`config.mk`:
```
export PLATFORM = sky130hd
export DESIGN_NAME = bcc_dev_flat
export DESIGN_NICKNAME = d
export VERILOG_FILES = /design/src/rtl/bcc_link_if.sv /design/src/rtl/bcc_dev.sv /design/src/flat_wrapper.sv
export VERILOG_INCLUDE_DIRS = /design/src /design/src/rtl
export SDC_FILE = /design/constraint.sdc
export NUM_CORES = 1
export LEC_CHECK = 0
export ABC_CLOCK_PERIOD_IN_PS = 2400
export BUFFER_PORTS_ARGS = -buffer_cell sky130_fd_sc_hd__buf_4
export CAP_MARGIN = 20
export CORE_UTILIZATION = 54
export DETAILED_ROUTE_END_ITERATION = 8
export PLACE_DENSITY = 0.83
export SKIP_CTS_REPAIR_TIMING = 1
export SYNTH_ARGS = -nofsm -noshare
export SYNTH_HDL_FRONTEND = slang
export SYNTH_SLANG_ARGS = --single-unit
```
`constraint.sdc`:
```
create_clock -name I_SYS_CLK -period 2.4 [get_ports I_SYS_CLK]
set_input_delay 0.24 -clock I_SYS_CLK [delete_from_list [all_inputs] [get_ports I_SYS_CLK]]
set_output_delay 0.24 -clock I_SYS_CLK [all_outputs]
set_load 0.02 [all_outputs]
```
`src/rtl/bcc_cfg.svh`:
```
// Summary of operation
// - 4-bit checksum over 12-bit message
// - generator polynomial x^4 + x + 1
// - message is leading 12 bits, MSB first
// - remainder of mod-2 division, quotient dropped
// - sender writes complemented remainder as trailer
// - readback checker complements trailer before dividing
// - word valid only with zero remainder
// - combinational XOR network equals serial division
// - bad write never executes; balancers off
// - readback failure leaves device state unchanged
`ifndef BCC_CFG_SVH
`define BCC_CFG_SVH
`define BCC_CRC_W 4
`define BCC_MSG_W 12
`define BCC_WORD_W 16
`define BCC_POLY 4'h3
`define BCC_ZERO_CRC 4'h0
`define BCC_ZERO_MSG 12'h000
`endif

```
`src/rtl/bcc_link_if.sv`:
```
`timescale 1ns/1ns
interface bcc_link_if;
  logic [15:0] cmd_word;
  logic cmd_valid;
  logic exec;
  logic [15:0] rb_word;
  logic rb_valid;
  modport dev(input cmd_word, input cmd_valid, input exec, output rb_word, output rb_valid);
  modport host(output cmd_word, output cmd_valid, output exec, input rb_word, input rb_valid);
endinterface

```
`src/rtl/bcc_dev.sv`:
```
`timescale 1ns/1ns
`include "bcc_cfg.svh"
module bcc_dev #(
  parameter int MSG_W = `BCC_MSG_W,
  parameter int CRC_W = `BCC_CRC_W,
  parameter int WORD_W = `BCC_WORD_W
) (
  input wire logic I_SYS_CLK,
  input wire logic I_RST_N,
  bcc_link_if.dev link,
  output logic [MSG_W-1:0] O_BAL_CMD,
  output logic O_CRC_ERR,
  output logic O_ACCEPTED
);

  // one division step: shift in a message bit, subtract the divisor on a leading one
  function automatic logic [CRC_W-1:0] div_step_f(
    input logic [CRC_W-1:0] r,
    input logic b
  );
    logic fb;
    fb = r[CRC_W-1] ^ b;
    return {r[CRC_W-2:0], 1'h0} ^ (fb ? `BCC_POLY : `BCC_ZERO_CRC);
  endfunction

  // fields of the incoming word
  wire [MSG_W-1:0] rx_msg;
  wire [CRC_W-1:0] rx_trl;
  // incoming trailer arrives inverted; undo it before the remainder test
  wire [CRC_W-1:0] rx_trl_fix;

  assign rx_msg = link.cmd_word[WORD_W-1:CRC_W];
  assign rx_trl = link.cmd_word[CRC_W-1:0];
  assign rx_trl_fix = ~rx_trl;

  // xor chain over the message, one stage per bit, msb first
  wire [CRC_W-1:0] rx_stage [0:MSG_W];

  assign rx_stage[0] = `BCC_ZERO_CRC;

  genvar gi;

  generate
    for (gi = 0; gi < MSG_W; gi++)
    begin : g_rx_div
      wire msg_bit;
      assign msg_bit = rx_msg[MSG_W-1-gi];
      assign rx_stage[gi+1] = div_step_f(rx_stage[gi], msg_bit);
    end
  endgenerate

  // remainder of the message alone
  wire [CRC_W-1:0] rx_crc;

  assign rx_crc = rx_stage[MSG_W];

  // remainder of the whole corrected word
  wire [CRC_W-1:0] rx_rem;
  wire rx_good;

  assign rx_rem = rx_crc ^ rx_trl_fix;
  assign rx_good = (rx_rem == `BCC_ZERO_CRC);

  // same chain over the applied command feeds the readback trailer
  wire [CRC_W-1:0] tx_stage [0:MSG_W];

  assign tx_stage[0] = `BCC_ZERO_CRC;

  generate
    for (gi = 0; gi < MSG_W; gi++)
    begin : g_tx_div
      wire cmd_bit;
      assign cmd_bit = O_BAL_CMD[MSG_W-1-gi];
      assign tx_stage[gi+1] = div_step_f(tx_stage[gi], cmd_bit);
    end
  endgenerate

  wire [CRC_W-1:0] tx_crc;
  wire [CRC_W-1:0] tx_trl;

  assign tx_crc = tx_stage[MSG_W];
  // readback trailer is sent inverted, as the host expects
  assign tx_trl = ~tx_crc;

  // strobes decoded once
  wire take_cmd;
  wire take_exec;

  assign take_cmd = link.cmd_valid;
  // an execute beside a new word is ignored: that word is not checked yet
  assign take_exec = link.exec & ~link.cmd_valid;

  // pending word, held until the next write; no retry, a refused word is dropped
  logic [MSG_W-1:0] pend_q;
  logic [MSG_W-1:0] pend_d;
  logic pend_ok_q;
  logic pend_ok_d;

  assign pend_d = take_cmd ? rx_msg : pend_q;
  assign pend_ok_d = take_cmd ? rx_good : pend_ok_q;

  always_ff @(posedge I_SYS_CLK)
  begin
    if (!I_RST_N)
    begin
      pend_q <= `BCC_ZERO_MSG;
    end
    else
    begin
      pend_q <= pend_d;
    end
  end

  always_ff @(posedge I_SYS_CLK)
  begin
    if (!I_RST_N)
    begin
      pend_ok_q <= 1'h0;
    end
    else
    begin
      pend_ok_q <= pend_ok_d;
    end
  end

  // error flag stands until the next word arrives
  logic err_d;

  assign err_d = take_cmd ? ~rx_good : O_CRC_ERR;

  always_ff @(posedge I_SYS_CLK)
  begin
    if (!I_RST_N)
    begin
      O_CRC_ERR <= 1'h0;
    end
    else
    begin
      O_CRC_ERR <= err_d;
    end
  end

  // a failed word drives the balancers off instead of keeping a stale command
  logic [MSG_W-1:0] exec_val;
  logic [MSG_W-1:0] bal_d;
  logic acc_d;

  assign exec_val = pend_ok_q ? pend_q : `BCC_ZERO_MSG;
  assign bal_d = take_exec ? exec_val : O_BAL_CMD;
  assign acc_d = take_exec & pend_ok_q;

  always_ff @(posedge I_SYS_CLK)
  begin
    if (!I_RST_N)
    begin
      O_BAL_CMD <= `BCC_ZERO_MSG;
    end
    else
    begin
      O_BAL_CMD <= bal_d;
    end
  end

  always_ff @(posedge I_SYS_CLK)
  begin
    if (!I_RST_N)
    begin
      O_ACCEPTED <= 1'h0;
    end
    else
    begin
      O_ACCEPTED <= acc_d;
    end
  end

  // readback mirrors the applied command; host-side failures never reach back here
  logic [WORD_W-1:0] rb_word_d;

  assign rb_word_d = {O_BAL_CMD, tx_trl};

  always_ff @(posedge I_SYS_CLK)
  begin
    if (!I_RST_N)
    begin
      link.rb_word <= 16'h0000;
    end
    else
    begin
      link.rb_word <= rb_word_d;
    end
  end

  // readback is offered every cycle once out of reset; the word trails the applied command by one cycle
  always_ff @(posedge I_SYS_CLK)
  begin
    if (!I_RST_N)
    begin
      link.rb_valid <= 1'h0;
    end
    else
    begin
      link.rb_valid <= 1'h1;
    end
  end

endmodule

```
`src/flat_wrapper.sv`:
```
// flat-port wrapper written by rule: the top's interface ports become plain ports
module bcc_dev_flat 
#(
  parameter int MSG_W = `BCC_MSG_W,
  parameter int CRC_W = `BCC_CRC_W,
  parameter int WORD_W = `BCC_WORD_W
)
  (I_SYS_CLK, I_RST_N, O_BAL_CMD, O_CRC_ERR, O_ACCEPTED, link_cmd_word, link_cmd_valid, link_exec, link_rb_word, link_rb_valid);
  bcc_link_if link_i ();
  input wire logic I_SYS_CLK;
  input wire logic I_RST_N;
  output logic [MSG_W-1:0] O_BAL_CMD;
  output logic O_CRC_ERR;
  output logic O_ACCEPTED;
  input wire logic [$bits(link_i.cmd_word)-1:0] link_cmd_word;
  input wire logic [$bits(link_i.cmd_valid)-1:0] link_cmd_valid;
  input wire logic [$bits(link_i.exec)-1:0] link_exec;
  output wire logic [$bits(link_i.rb_word)-1:0] link_rb_word;
  output wire logic [$bits(link_i.rb_valid)-1:0] link_rb_valid;
  assign link_i.cmd_word = link_cmd_word;
  assign link_i.cmd_valid = link_cmd_valid;
  assign link_i.exec = link_exec;
  assign link_rb_word = link_i.rb_word;
  assign link_rb_valid = link_i.rb_valid;
  bcc_dev #(.MSG_W(MSG_W), .CRC_W(CRC_W), .WORD_W(WORD_W)) u_core (.I_SYS_CLK(I_SYS_CLK), .I_RST_N(I_RST_N), .link(link_i), .O_BAL_CMD(O_BAL_CMD), .O_CRC_ERR(O_CRC_ERR), .O_ACCEPTED(O_ACCEPTED));
endmodule
```
# Yosys cells after proc, flatten, opt, wreduce, memory -nomap -nowiden
# Cells that the tools add are included.
# classes
n_bitwise	51
mux	26
n_reduce_logical	1
# ops
operator	count
4-bit bitwise XOR	23
2-bit 2-to-1 mux	24
1-bit bitwise XOR	20
12-bit 2-to-1 mux	1
4-bit inverter	2
4-bit zero test	1
1-bit bitwise AND	2
1-bit inverter	2
1-bit bitwise XOR, first input constant	2
1-bit 2-to-1 mux	1
# totals
register_bits	44
output_inout_bits	31
in_bits	20

# Longest topological paths before layout
# Gate-level depths: netlist (run 1).
# depth
depth_word	36
mapped_depth	6
mapped_depth_nobuf	6

# Worst setup path before layout (run 1)
# No wires, ideal clock.
# synth_path
kind	register to register
from	reg u_core.O_BAL_CMD[10]
to	reg u_core.link.rb_word[1]
synth_period_minus_slack_ns	1.510
path_stages_with_launch	7
setup_slack_ns	0.890
arrival_ns	1.394
cell_sequence	dfxtp_1 xnor2_1 xnor2_1 xnor2_1 xnor2_1 xnor2_1 nor2b_1
# synth_between
elab_chain_len	20
elab_cells_between_ends	26
cone_classes	mux: 7; bitwise: 19
# synth_lines
item	line	text
start: declaration	bcc_dev.sv:11	output logic [MSG_W-1:0] O_BAL_CMD,
start signal: assignment	bcc_dev.sv:156	O_BAL_CMD <= `BCC_ZERO_MSG;
start signal: assignment	bcc_dev.sv:160	O_BAL_CMD <= bal_d;
1-bit bitwise XOR (*)	bcc_dev.sv:22	fb = r[CRC_W-1] ^ b;
2-bit 2-to-1 mux (no source line) (*)	n/a	
4-bit bitwise XOR (*) (3 in series)	bcc_dev.sv:23	return {r[CRC_W-2:0], 1'h0} ^ (fb ? `BCC_POLY : `BCC_ZERO_CRC);
1-bit bitwise XOR / 4-bit bitwise XOR (equally long branches)	bcc_dev.sv:22, bcc_dev.sv:23	
2-bit 2-to-1 mux (no source line) / 1-bit bitwise XOR (equally long branches)	n/a	
4-bit bitwise XOR (*) (3 in series)	bcc_dev.sv:23	
1-bit bitwise XOR / 4-bit bitwise XOR (equally long branches)	bcc_dev.sv:22, bcc_dev.sv:23	
2-bit 2-to-1 mux (no source line) / 1-bit bitwise XOR (equally long branches)	n/a	
4-bit bitwise XOR (*) (3 in series)	bcc_dev.sv:23	
1-bit bitwise XOR / 4-bit bitwise XOR (equally long branches)	bcc_dev.sv:22, bcc_dev.sv:23	
2-bit 2-to-1 mux (no source line) / 1-bit bitwise XOR (equally long branches)	n/a	
4-bit bitwise XOR (*) (2 in series)	bcc_dev.sv:23	
4-bit inverter (*)	bcc_dev.sv:83	assign tx_trl = ~tx_crc;
end signal: assignment	bcc_dev.sv:189	link.rb_word <= rb_word_d;
end: declaration	bcc_link_if.sv:8	modport dev(input cmd_word, input cmd_valid, input exec, output rb_word, output rb_valid);
# Every way passes the cells marked *; elsewhere a longest branch is shown, timed or not.
# A chain may end at the register's enable or synchronous reset.

# Worst setup path after layout (run 1)
# layout_path
from	reg u_core.O_BAL_CMD[7]
to	reg u_core.link.rb_word[1]
# layout_between
elab_chain_len	15
elab_cells_between_ends	19
cone_classes	mux: 5; bitwise: 14
# layout_lines
item	line
1-bit bitwise XOR (*)	bcc_dev.sv:22
2-bit 2-to-1 mux (no source line) (*)	n/a
4-bit bitwise XOR (*) (3 in series)	bcc_dev.sv:23
1-bit bitwise XOR / 4-bit bitwise XOR (equally long branches)	bcc_dev.sv:22, bcc_dev.sv:23
2-bit 2-to-1 mux (no source line) / 1-bit bitwise XOR (equally long branches)	n/a
4-bit bitwise XOR (*) (3 in series)	bcc_dev.sv:23
1-bit bitwise XOR / 4-bit bitwise XOR (equally long branches)	bcc_dev.sv:22, bcc_dev.sv:23
2-bit 2-to-1 mux (no source line) / 1-bit bitwise XOR (equally long branches)	n/a
4-bit bitwise XOR (*) (2 in series)	bcc_dev.sv:23
4-bit inverter (*)	bcc_dev.sv:83
# Marks and branches as above.

==> results of run 1 <==
cell usage after synthesis, types with 2 or more instances:
cell type  instances
xnor2_1           32
nor3_1             2
nor2b_1           14
and2_1            14
xor2_1             6
dfxtp_1           44
clkbuf_1           5
mux2i_1           12
nand2_1            2
a22o_1            12
and3_1             2
metal layers:
| metal | vias up | share of wire (%) |
|---|---|---|
| met2 | 32 | 53 |
| met4 | 0 | 1.2 |
| met3 | 5 | 4.2 |
| li1 | 614 | - |
| met5 | - | 0 |
| met1 | 585 | 42 |
power by group:
group	leakage (nW)	switching [W]	internal [W]
clock	0.0484	0.000233	0.000250
sequential	0.359	0.0000105	0.000751
combinational	0.575	0.0000951	0.0000991
registers in the layout, summed over array words and instances (netlist names):
signal                flops
u_core.link.rb_word      16
u_core.O_CRC_ERR          1
u_core.O_ACCEPTED         1
u_core.pend_q            12
u_core.O_BAL_CMD         12
u_core.pend_ok_q          1
u_core.link.rb_valid      1
final cells by class:
| class | count | area [um^2] | share of cell area (%) |
|---|---|---|---|
| Clock inverter | 2 | 38.8 | 1.72 |
| Multi-Input combinational cell | 103 | 840 | 37.2 |
| Sequential cell | 44 | 881 | 39.0 |
| Timing Repair Buffer | 52 | 390 | 17.3 |
| Tap cell | 44 | 55.1 | 2.44 |
| Clock buffer | 6 | 51.3 | 2.27 |
| Inverter | 1 | 3.75 | 0.166 |
worst min-delay path by stage:
stage | start | end | slack (ns) | depth (start not counted)
after floorplan | I_RST_N | u_core.link.rb_valid | 0.27 | 0
after global placement | u_core.pend_q[5] | u_core.O_BAL_CMD[5] | 0.46 | 1
after detailed placement | u_core.pend_ok_q | u_core.pend_ok_q | 0.47 | 2
after CTS | I_RST_N | u_core.link.rb_valid | 0.13 | 1
after global routing | I_RST_N | u_core.link.rb_valid | 0.14 | 1
final | I_RST_N | u_core.link.rb_valid | 0.15 | 1
worst reg2reg max path: stages (launching register included):
cell and delay (ns):
dfxtp_1 0.38, xnor2_1 0.32, xnor2_1 0.13, xnor2_1 0.27, xnor2_1 0.18, xnor2_1 0.14, nor2b_1 0.06
through the flow:
stage	hold WS, ns	power (W)
2_1_floorplan	0.268	0.000908
3_3_place_gp	0.463	0.000964
3_5_place_dp	0.469	0.000974
4_1_cts	0.131	0.00145
5_1_grt	0.136	0.00151
6_report	0.151	0.00144
cell usage in the layout, fill, tap and decap left out, drive strengths merged:
cell    netlist  final
clkbuf        5      6
a21boi        2      2
buf           2     52
xor2          7      7
and2         14     14
nor2          1      1
xnor2        33     33
a22o         12     12
o221ai        1      1
inv           1      1
nor2b        14     14
o211a         1      1
bufinv        0      1
clkinv        0      1
mux2i        12     12
nor3          2      2
nand2         2      2
and3          2      2
dfxtp        44     44
logic make-up (layout without fill, tap and decap cells):
group,after synthesis,in the layout,share of synthesized area [%]
flip-flops,44,44,50.2
AND/OR/NAND/NOR,35,35,11.9
buffers and inverters,8,61,2.00
AO/OA/AOI/OAI,16,16,8.27
XOR/XNOR,40,40,20.8
multiplexers,12,12,6.84
==> flow_summary_export.csv, run 1 <==
group,metric,value,unit
run_status,status,"complete, no violations",
setup_path,reg2reg_to,"u_core.link.rb_word[1]",
flow_run,maxCapViolations,0,
synth,synth_top_area_cell,"dfxtp_1",
global_route,grt_pass1_vias,1186,
placement,place_ws,0.811,ns
synth,ys.flop_type,"dfxtp_1",
global_route,met1_usage,24.0,%
die,start_util,57.0,%
clock_tree,insertion_delay,0.35,ns
timing,clock_skew,0.0100,ns
setup_path,worst-path-buf-inv,0,
setup_path,r2r_cells,6,
route,viasPerCell,4.90,
global_route,gr-usage-met3,6.77,%
placement,port_buffers,50,
min_path,hold_path.class,"in2reg",
synth,ys_types,21,
synth,synthCells,155,
setup_path,reg2reg_slack,0.84,ns
placement,hpwl,2.59,mm
finish,post-route-util,73.4,%
setup_path,crit_chain,"xnor2_1 -> xnor2_1 -> xnor2_1 -> xnor2_1 -> xnor2_1 -> nor2b_1",
finish,drive_gt1_share,30.3,%
timing,min_period,1.56,ns
placement,gp_congestion,0.781,
timing,fmax,0.641,GHz
finish,final_cells,252,
placement,dp.cells,244,
clock_tree,cts_sinks,44,
global_route,grt-ovfl-total,0,
die,dieArea,3480,um^2
placement,placed_cell_area,2170,um^2
route,postRouteAntennaNets,0,
synth,synth-async-reset-ratio,0,%
die,die_h,59.0,um
global_route,track_usage,21.5,%
setup_path,worstPathMaxFanout,4,
setup_path,setup.worst_path.class,"reg2reg",
timing,setup_viol_count_final,0,
setup_path,cp.depth,6,
setup_path,crit_path_end,"u_core.link.rb_word[1]",
setup_path,start_kind,"flip-flop",
route,drc_errors,0,
timing,period_share,65.0,%
synth,ys_ff_latch,44,
finish,area_delta_synth_final,28.7,%
route,drtIter0Drc,11,
timing,rsz0062_at_grt,"false",
finish,nNetsFinal,227,
route,wire_per_inst,13.0,um
setup_path,cp_top_family,"XOR/XNOR gates",
die,ioPinCount,51,
global_route,grt_max_degree,34,
setup_path,crit_path_start,"u_core.O_BAL_CMD[7]",
timing,fin_ws,0.841,ns
synth,synth_area_leaders,"dfxtp_1 50%, xnor2_1 16%, mux2i_1 6.8%",
setup_path,crit_top_cell,"xnor2_1",
synth,synth_seq_area_share,50.2,%
power_and_ir_drop,p_per_area,637,nW/um^2
synth,synth-edff-count,0,
global_route,busiest_layer,"met2",
setup_path,arrival,1.82,ns
timing,hold_viol,0,
clock_tree,clkTransAtPathRegs,0.13,ns
power_and_ir_drop,p_leak,0.983,nW
synth,ys_warn_count,0,
finish,fin_area,2260,um^2
power_and_ir_drop,peakVddDrop,0.000463,V
finish,antenna_cells,0,
die,core_area,3080,um^2
synth,syn_area,1760,um^2
clock_tree,ctsRootBufferMaster,"clkbuf_4",
route,drt_wl_total,3.28,mm
timing,maxSlewHeadroom,78.9,%
route,via_count,1236,
setup_path,crit_slowest_cell,"dfxtp_1",
setup_path,regToRegStartpoint,"u_core.O_BAL_CMD[7]",
global_route,grt_antenna_before_repair,0,
finish,fillers,256,
die,row_count,20,
clock_tree,numCtsBuffers,5,
setup_path,worstPathRequired,2.66,ns
timing,setup_tns,0,ns
clock_tree,cts_tree,"yes",
global_route,grt_pass1_wl,5.38,mm
timing,worst_slew_pin_slew,0.315,ns
synth,synth_top_cell_area_share,50.2,%
clock_tree,max-clock-path-buffers,2,
synth,synth_area_per_cell,11.3,um^2
setup_path,slowest_delay,0.38,ns
clock_tree,htree_levels,2,
timing,drv_slew,0,
global_route,met2_usage,38.1,%
synth,synth_fp_nets,175,
setup_path,cp-end-kind,"flip-flop",
route,drtPass1Iterations,4,
die,die_w,59.0,um
No activity file was read; power rests on OpenSTA's default activity.
==> run 2: changes to the inputs <==
Settings changed: ABC_CLOCK_PERIOD_IN_PS 2400 to 1600, CORE_UTILIZATION 54 to 50, PLACE_DENSITY 0.83 to 0.77.
Clock period 2.4 ns to 1.6 ns, I/O delays scaled along.
==> run 2 against run 1 <==
Setup slack lost 0.70 ns. Cell count grew 1.2%. Die area grew 7.7%. Core utilization shrank 5.5 points. Final area grew 0.28%. Fmax grew 6.6%. Highest routed layer unchanged. Combinational power grew 53%.
==> flow_summary_export.csv, run 2 (synthesized netlist as in run 1, its figures left out) <==
group,metric,value,unit
run_status,status,"complete, no violations",
global_route,grt_pass1_vias,1114,
clock_tree,cts_sinks,44,
global_route,track_usage,19.8,%
min_path,hold_depth,1,
timing,worst_slew_pin_slew,0.846,ns
route,wire_per_inst,13.3,um
timing,setup_tns,0,ns
clock_tree,insertion_delay,0.35,ns
finish,antenna_cells,0,
min_path,hold_path.class,"in2reg",
setup_path,crit_chain,"xor2_1 -> xnor2_1 -> xnor2_1 -> xnor2_2 -> xnor2_1 -> nor2b_1",
clock_tree,max-clock-path-buffers,2,
power_and_ir_drop,peakVddDrop,0.000536,V
timing,fmax,0.684,GHz
setup_path,regToRegStartpoint,"u_core.O_BAL_CMD[10]",
timing,drv_slew,0,
setup_path,worstPathRequired,1.85,ns
die,row_count,21,
global_route,grt_max_degree,34,
placement,gp_congestion,0.761,
placement,hpwl,2.54,mm
setup_path,cp-end-kind,"flip-flop",
route,drc_errors,0,
power_and_ir_drop,p_leak,0.981,nW
finish,layout_commonest_cell,"buf_4",
clock_tree,clkTransAtPathRegs,0.12,ns
route,drtIter0Drc,44,
setup_path,setup.worst_path.class,"reg2reg",
setup_path,slowest_delay,0.41,ns
timing,hold_viol,0,
route,drt_wl_total,3.39,mm
setup_path,arrival,1.72,ns
timing,period_share,91.4,%
finish,drive_gt1_share,33.0,%
setup_path,crit_slowest_cell,"dfxtp_2",
finish,mostFrequentLayoutCells,"53 x buf_4, 42 x dfxtp_1, 29 x xnor2_1",
global_route,grt-ovfl-total,0,
finish,nNetsFinal,228,
die,die_h,61.3,um
finish,fin_area,2270,um^2
clock_tree,cts_tree,"yes",
route,postRouteAntennaNets,0,
setup_path,crit_top_cell,"xnor2_1",
timing,maxSlewHeadroom,43.4,%
setup_path,worstPathMaxFanout,5,
setup_path,crit_path_end,"u_core.link.rb_word[1]",
placement,port_buffers,50,
setup_path,r2r_cells,6,
timing,setup_viol_count_final,0,
clock_tree,ctsRootBufferMaster,"clkbuf_4",
clock_tree,htree_levels,2,
global_route,grt_antenna_before_repair,0,
placement,placed_cell_area,2180,um^2
flow_run,maxCapViolations,0,
timing,rsz0062_at_grt,"false",
die,ioPinCount,51,
setup_path,reg2reg_to,"u_core.link.rb_word[1]",
die,core_area,3340,um^2
die,dieArea,3750,um^2
finish,reg_top3,"u_core.link.rb_word (16), u_core.O_BAL_CMD (12), u_core.pend_q (12)",
route,drtPass1Iterations,4,
finish,area_delta_synth_final,29.1,%
timing,clock_skew,0.00286,ns
timing,min_period,1.46,ns
route,viasPerCell,4.88,
finish,largest_reg_flops,16,
clock_tree,numCtsBuffers,5,
power_and_ir_drop,p_per_area,881,nW/um^2
setup_path,crit_path_start,"u_core.O_BAL_CMD[10]",
die,start_util,52.6,%
global_route,grt_pass1_wl,5.26,mm
route,via_count,1244,
finish,regMostFlops,"u_core.link.rb_word",
die,die_w,61.3,um
setup_path,start_kind,"flip-flop",
setup_path,reg2reg_slack,0.14,ns
run 2: cell types whose count changed in the layout (fill, tap and decap cells not counted):
cell and change:
buf_4 +1, bufinv_16 -1, clkinv_2 +2, clkinv_4 -1, dfxtp_1 -2, dfxtp_2 +2, xnor2_1 -3, xnor2_2 +3
run 2: how the worst min path moves through the flow:
stage	from	to	slack, ns
floorplan	I_RST_N	u_core.link.rb_valid	0.19
global placement	link_cmd_word[12]	u_core.pend_q[8]	0.44
detailed placement	I_RST_N	u_core.link.rb_valid	0.45
CTS	I_RST_N	u_core.link.rb_valid	0.07
global route	I_RST_N	u_core.link.rb_valid	0.07
finish	I_RST_N	u_core.link.rb_valid	0.08
run 2: layout make-up:
| type | instances | area, um^2 |
|---|---|---|
| tap | 46 | 57.6 |
| clock buffer | 6 | 51.3 |
| sequential | 44 | 883 |
| inverter | 1 | 3.75 |
| fill | 282 | 1070 |
| multi-input combinational | 103 | 862 |
| timing repair buffer | 53 | 398 |
| clock inverter | 2 | 10.0 |
run 2: through the flow:
step	hold WS (ns)	total power, W	setup slack (ns)	utilization, %	instances
after floorplan	0.188	0.00136	0.0902	-	155
after global placement	0.437	0.00145	0.123	65.3	247
after detailed placement	0.451	0.00146	0.0533	65.3	247
after CTS	0.0659	0.00201	0.0283	67.2	255
after global routing	0.0726	0.00209	0.00687	67.9	255
final	0.0810	0.00200	0.137	67.9	255
run 2: layer usage:
layer | wire length, um | track usage (%)
met5 | 0 | 0
met4 | 34 | 7.79
met1 | 1500 | 24.3
met3 | 176 | 5.67
met2 | 1670 | 32.8
run 2: power by group:
| group | internal [W] | switching, W | total (W) |
|---|---|---|---|
| sequential | 0.00113 | 0.0000163 | 0.00114 |
| combinational | 0.000149 | 0.000147 | 0.000296 |
| clock | 0.000210 | 0.000348 | 0.000557 |
run 2: worst max-delay path: cells and delay by family (launching register included):
kind | cells | cell delay (ns)
DFF | 1 | 0.41
xor gates and xnor gates | 5 | 0.90
and+or+nand+nor | 1 | 0.06
==> run 3: changes to the inputs <==
Settings changed: RECOVER_POWER set to 100.
==> run 3 against run 2 <==
Non-clock buffer count did not move. Fmax barely moved. Worst hold slack barely moved. Combinational power fell by 5%. Critical path depth did not move. Critical path type unchanged. Largest power group unchanged.
==> flow_summary_export.csv, run 3 (synthesized netlist as in run 1, its figures left out) <==
group,metric,value,unit
setup_path,arrival,1.72,ns
timing,setup_viol_count_final,0,
finish,area_delta_synth_final,21.9,%
timing,clock_skew,0.00191,ns
placement,hpwl,2.54,mm
flow_run,maxCapViolations,0,
die,ioPinCount,51,
timing,setup_tns,0,ns
finish,multi_input_area,856,um^2
setup_path,worst-path-buf-inv,0,
setup_path,crit_path_start,"u_core.O_BAL_CMD[10]",
global_route,grt_max_degree,34,
finish,fin_area,2140,um^2
die,die_w,61.3,um
placement,placed_cell_area,2180,um^2
setup_path,crit_chain,"xor2_1 -> xnor2_1 -> xnor2_1 -> xnor2_2 -> xnor2_1 -> nor2b_1",
timing,period_share,91.4,%
setup_path,worstPathMaxFanout,5,
die,die_h,61.3,um
timing,maxSlewHeadroom,43.6,%
route,via_count,1238,
clock_tree,max-clock-path-buffers,2,
setup_path,worstPathRequired,1.85,ns
global_route,busiest_layer,"met2",
clock_tree,insertion_delay,0.34,ns
die,core_area,3340,um^2
clock_tree,cts_tree,"yes",
setup_path,cp-end-kind,"flip-flop",
global_route,met2_usage,32.8,%
timing,drv_slew,0,
finish,antenna_cells,0,
die,dieArea,3750,um^2
route,drtPass1Iterations,4,
setup_path,slowest_delay,0.41,ns
route,drc_errors,0,
clock_tree,htree_levels,2,
global_route,met1_usage,24.3,%
finish,layout_commonest_cell,"dfxtp_1",
setup_path,crit_slowest_cell,"dfxtp_2",
setup_path,start_kind,"flip-flop",
global_route,gr-usage-met3,5.67,%
route,drtIter0Drc,33,
die,start_util,52.6,%
setup_path,regToRegStartpoint,"u_core.O_BAL_CMD[10]",
finish,regMostFlops,"u_core.link.rb_word",
route,wire_per_inst,13.3,um
run_status,status,"complete, no violations",
placement,port_buffers,50,
timing,hold-worst-slack,0.0806,ns
setup_path,cp_top_family,"XOR/XNOR gates",
finish,reg_top3,"u_core.link.rb_word (16), u_core.O_BAL_CMD (12), u_core.pend_q (12)",
power_and_ir_drop,p_per_area,925,nW/um^2
power_and_ir_drop,p_leak,0.846,nW
finish,mostFrequentLayoutCells,"42 x dfxtp_1, 32 x clkbuf_1, 29 x xnor2_1",
global_route,grt-ovfl-total,0,
clock_tree,numCtsBuffers,5,
clock_tree,clkTransAtPathRegs,0.12,ns
die,row_count,21,
global_route,grt_antenna_before_repair,0,
route,viasPerCell,4.85,
finish,fillers,313,
clock_tree,cts_sinks,44,
route,postRouteAntennaNets,0,
timing,min_period,1.46,ns
finish,largest_reg_flops,16,
route,drt_wl_total,3.40,mm
timing,rsz0062_at_grt,"false",
min_path,hold_start,"I_RST_N",
clock_tree,ctsRootBufferMaster,"clkbuf_4",
timing,worst_slew_pin_slew,0.842,ns
placement,gp_congestion,0.761,
finish,regArea,883,um^2
power_and_ir_drop,peakVddDrop,0.000533,V
global_route,track_usage,19.8,%
global_route,grt_pass1_vias,1114,
min_path,hold_path.class,"in2reg",
setup_path,setup.worst_path.class,"reg2reg",
finish,nNetsFinal,228,
timing,fmax,0.684,GHz
timing,hold_viol,0,
finish,drive_gt1_share,17.2,%
setup_path,crit_top_cell,"xnor2_1",
global_route,grt_pass1_wl,5.26,mm
==> run 3: path summary, 6_finish.rpt <==
check / slack, ns / cells after the start / end
hold reg to reg: 0.50 / 2 / u_core.pend_ok_q
setup / recovery: 0.14 / 6 / u_core.link.rb_word[1]
setup reg to reg: 0.14 / 6 / u_core.link.rb_word[1]
hold / removal: 0.08 / 1 / u_core.link.rb_valid
==> run 3: per-layer routing <==
| metal | vias up | share of wire, % |
|---|---|---|
| li1 | 616 | - |
| met1 | 579 | 45 |
| met2 | 39 | 48 |
| met3 | 4 | 5.5 |
| met4 | 0 | 1.0 |
| met5 | - | 0 |
==> run 3: area by class of cell <==
class | instances | share of cell area (%)
Clock buffer | 6 | 2.40
Clock inverter | 2 | 0.468
Inverter | 1 | 0.175
Multi-Input combinational cell | 103 | 40.0
Sequential cell | 44 | 41.3
Tap cell | 46 | 2.69
Timing Repair Buffer | 53 | 13.0
==> run 3: worst reg2reg max path, cell delays in order, from the launching register on <==
cell,delay (ns)
dfxtp_2,0.41
xor2_1,0.20
xnor2_1,0.21
xnor2_1,0.21
xnor2_2,0.15
xnor2_1,0.13
nor2b_1,0.06
==> run 3: report_power, final <==
| group | internal, W | total (W) | switching [W] |
|---|---|---|---|
| sequential | 0.00113 | 0.00114 | 0.0000161 |
| clock | 0.000210 | 0.000555 | 0.000345 |
| combinational | 0.000137 | 0.000281 | 0.000143 |
| total | 0.00147 | 0.00198 | 0.000505 |
==> run 3: metrics by stage <==
step / total power [W] / cells / utilization (%) / setup slack (ns)
after floorplan: 0.00136 / 155 / - / 0.0902
after global placement: 0.00145 / 247 / 65.3 / 0.123
after detailed placement: 0.00146 / 247 / 65.3 / 0.0533
final: 0.00198 / 255 / 64.1 / 0.137
after CTS: 0.00201 / 255 / 67.2 / 0.0283
after global routing: 0.00207 / 255 / 64.1 / 0.00878
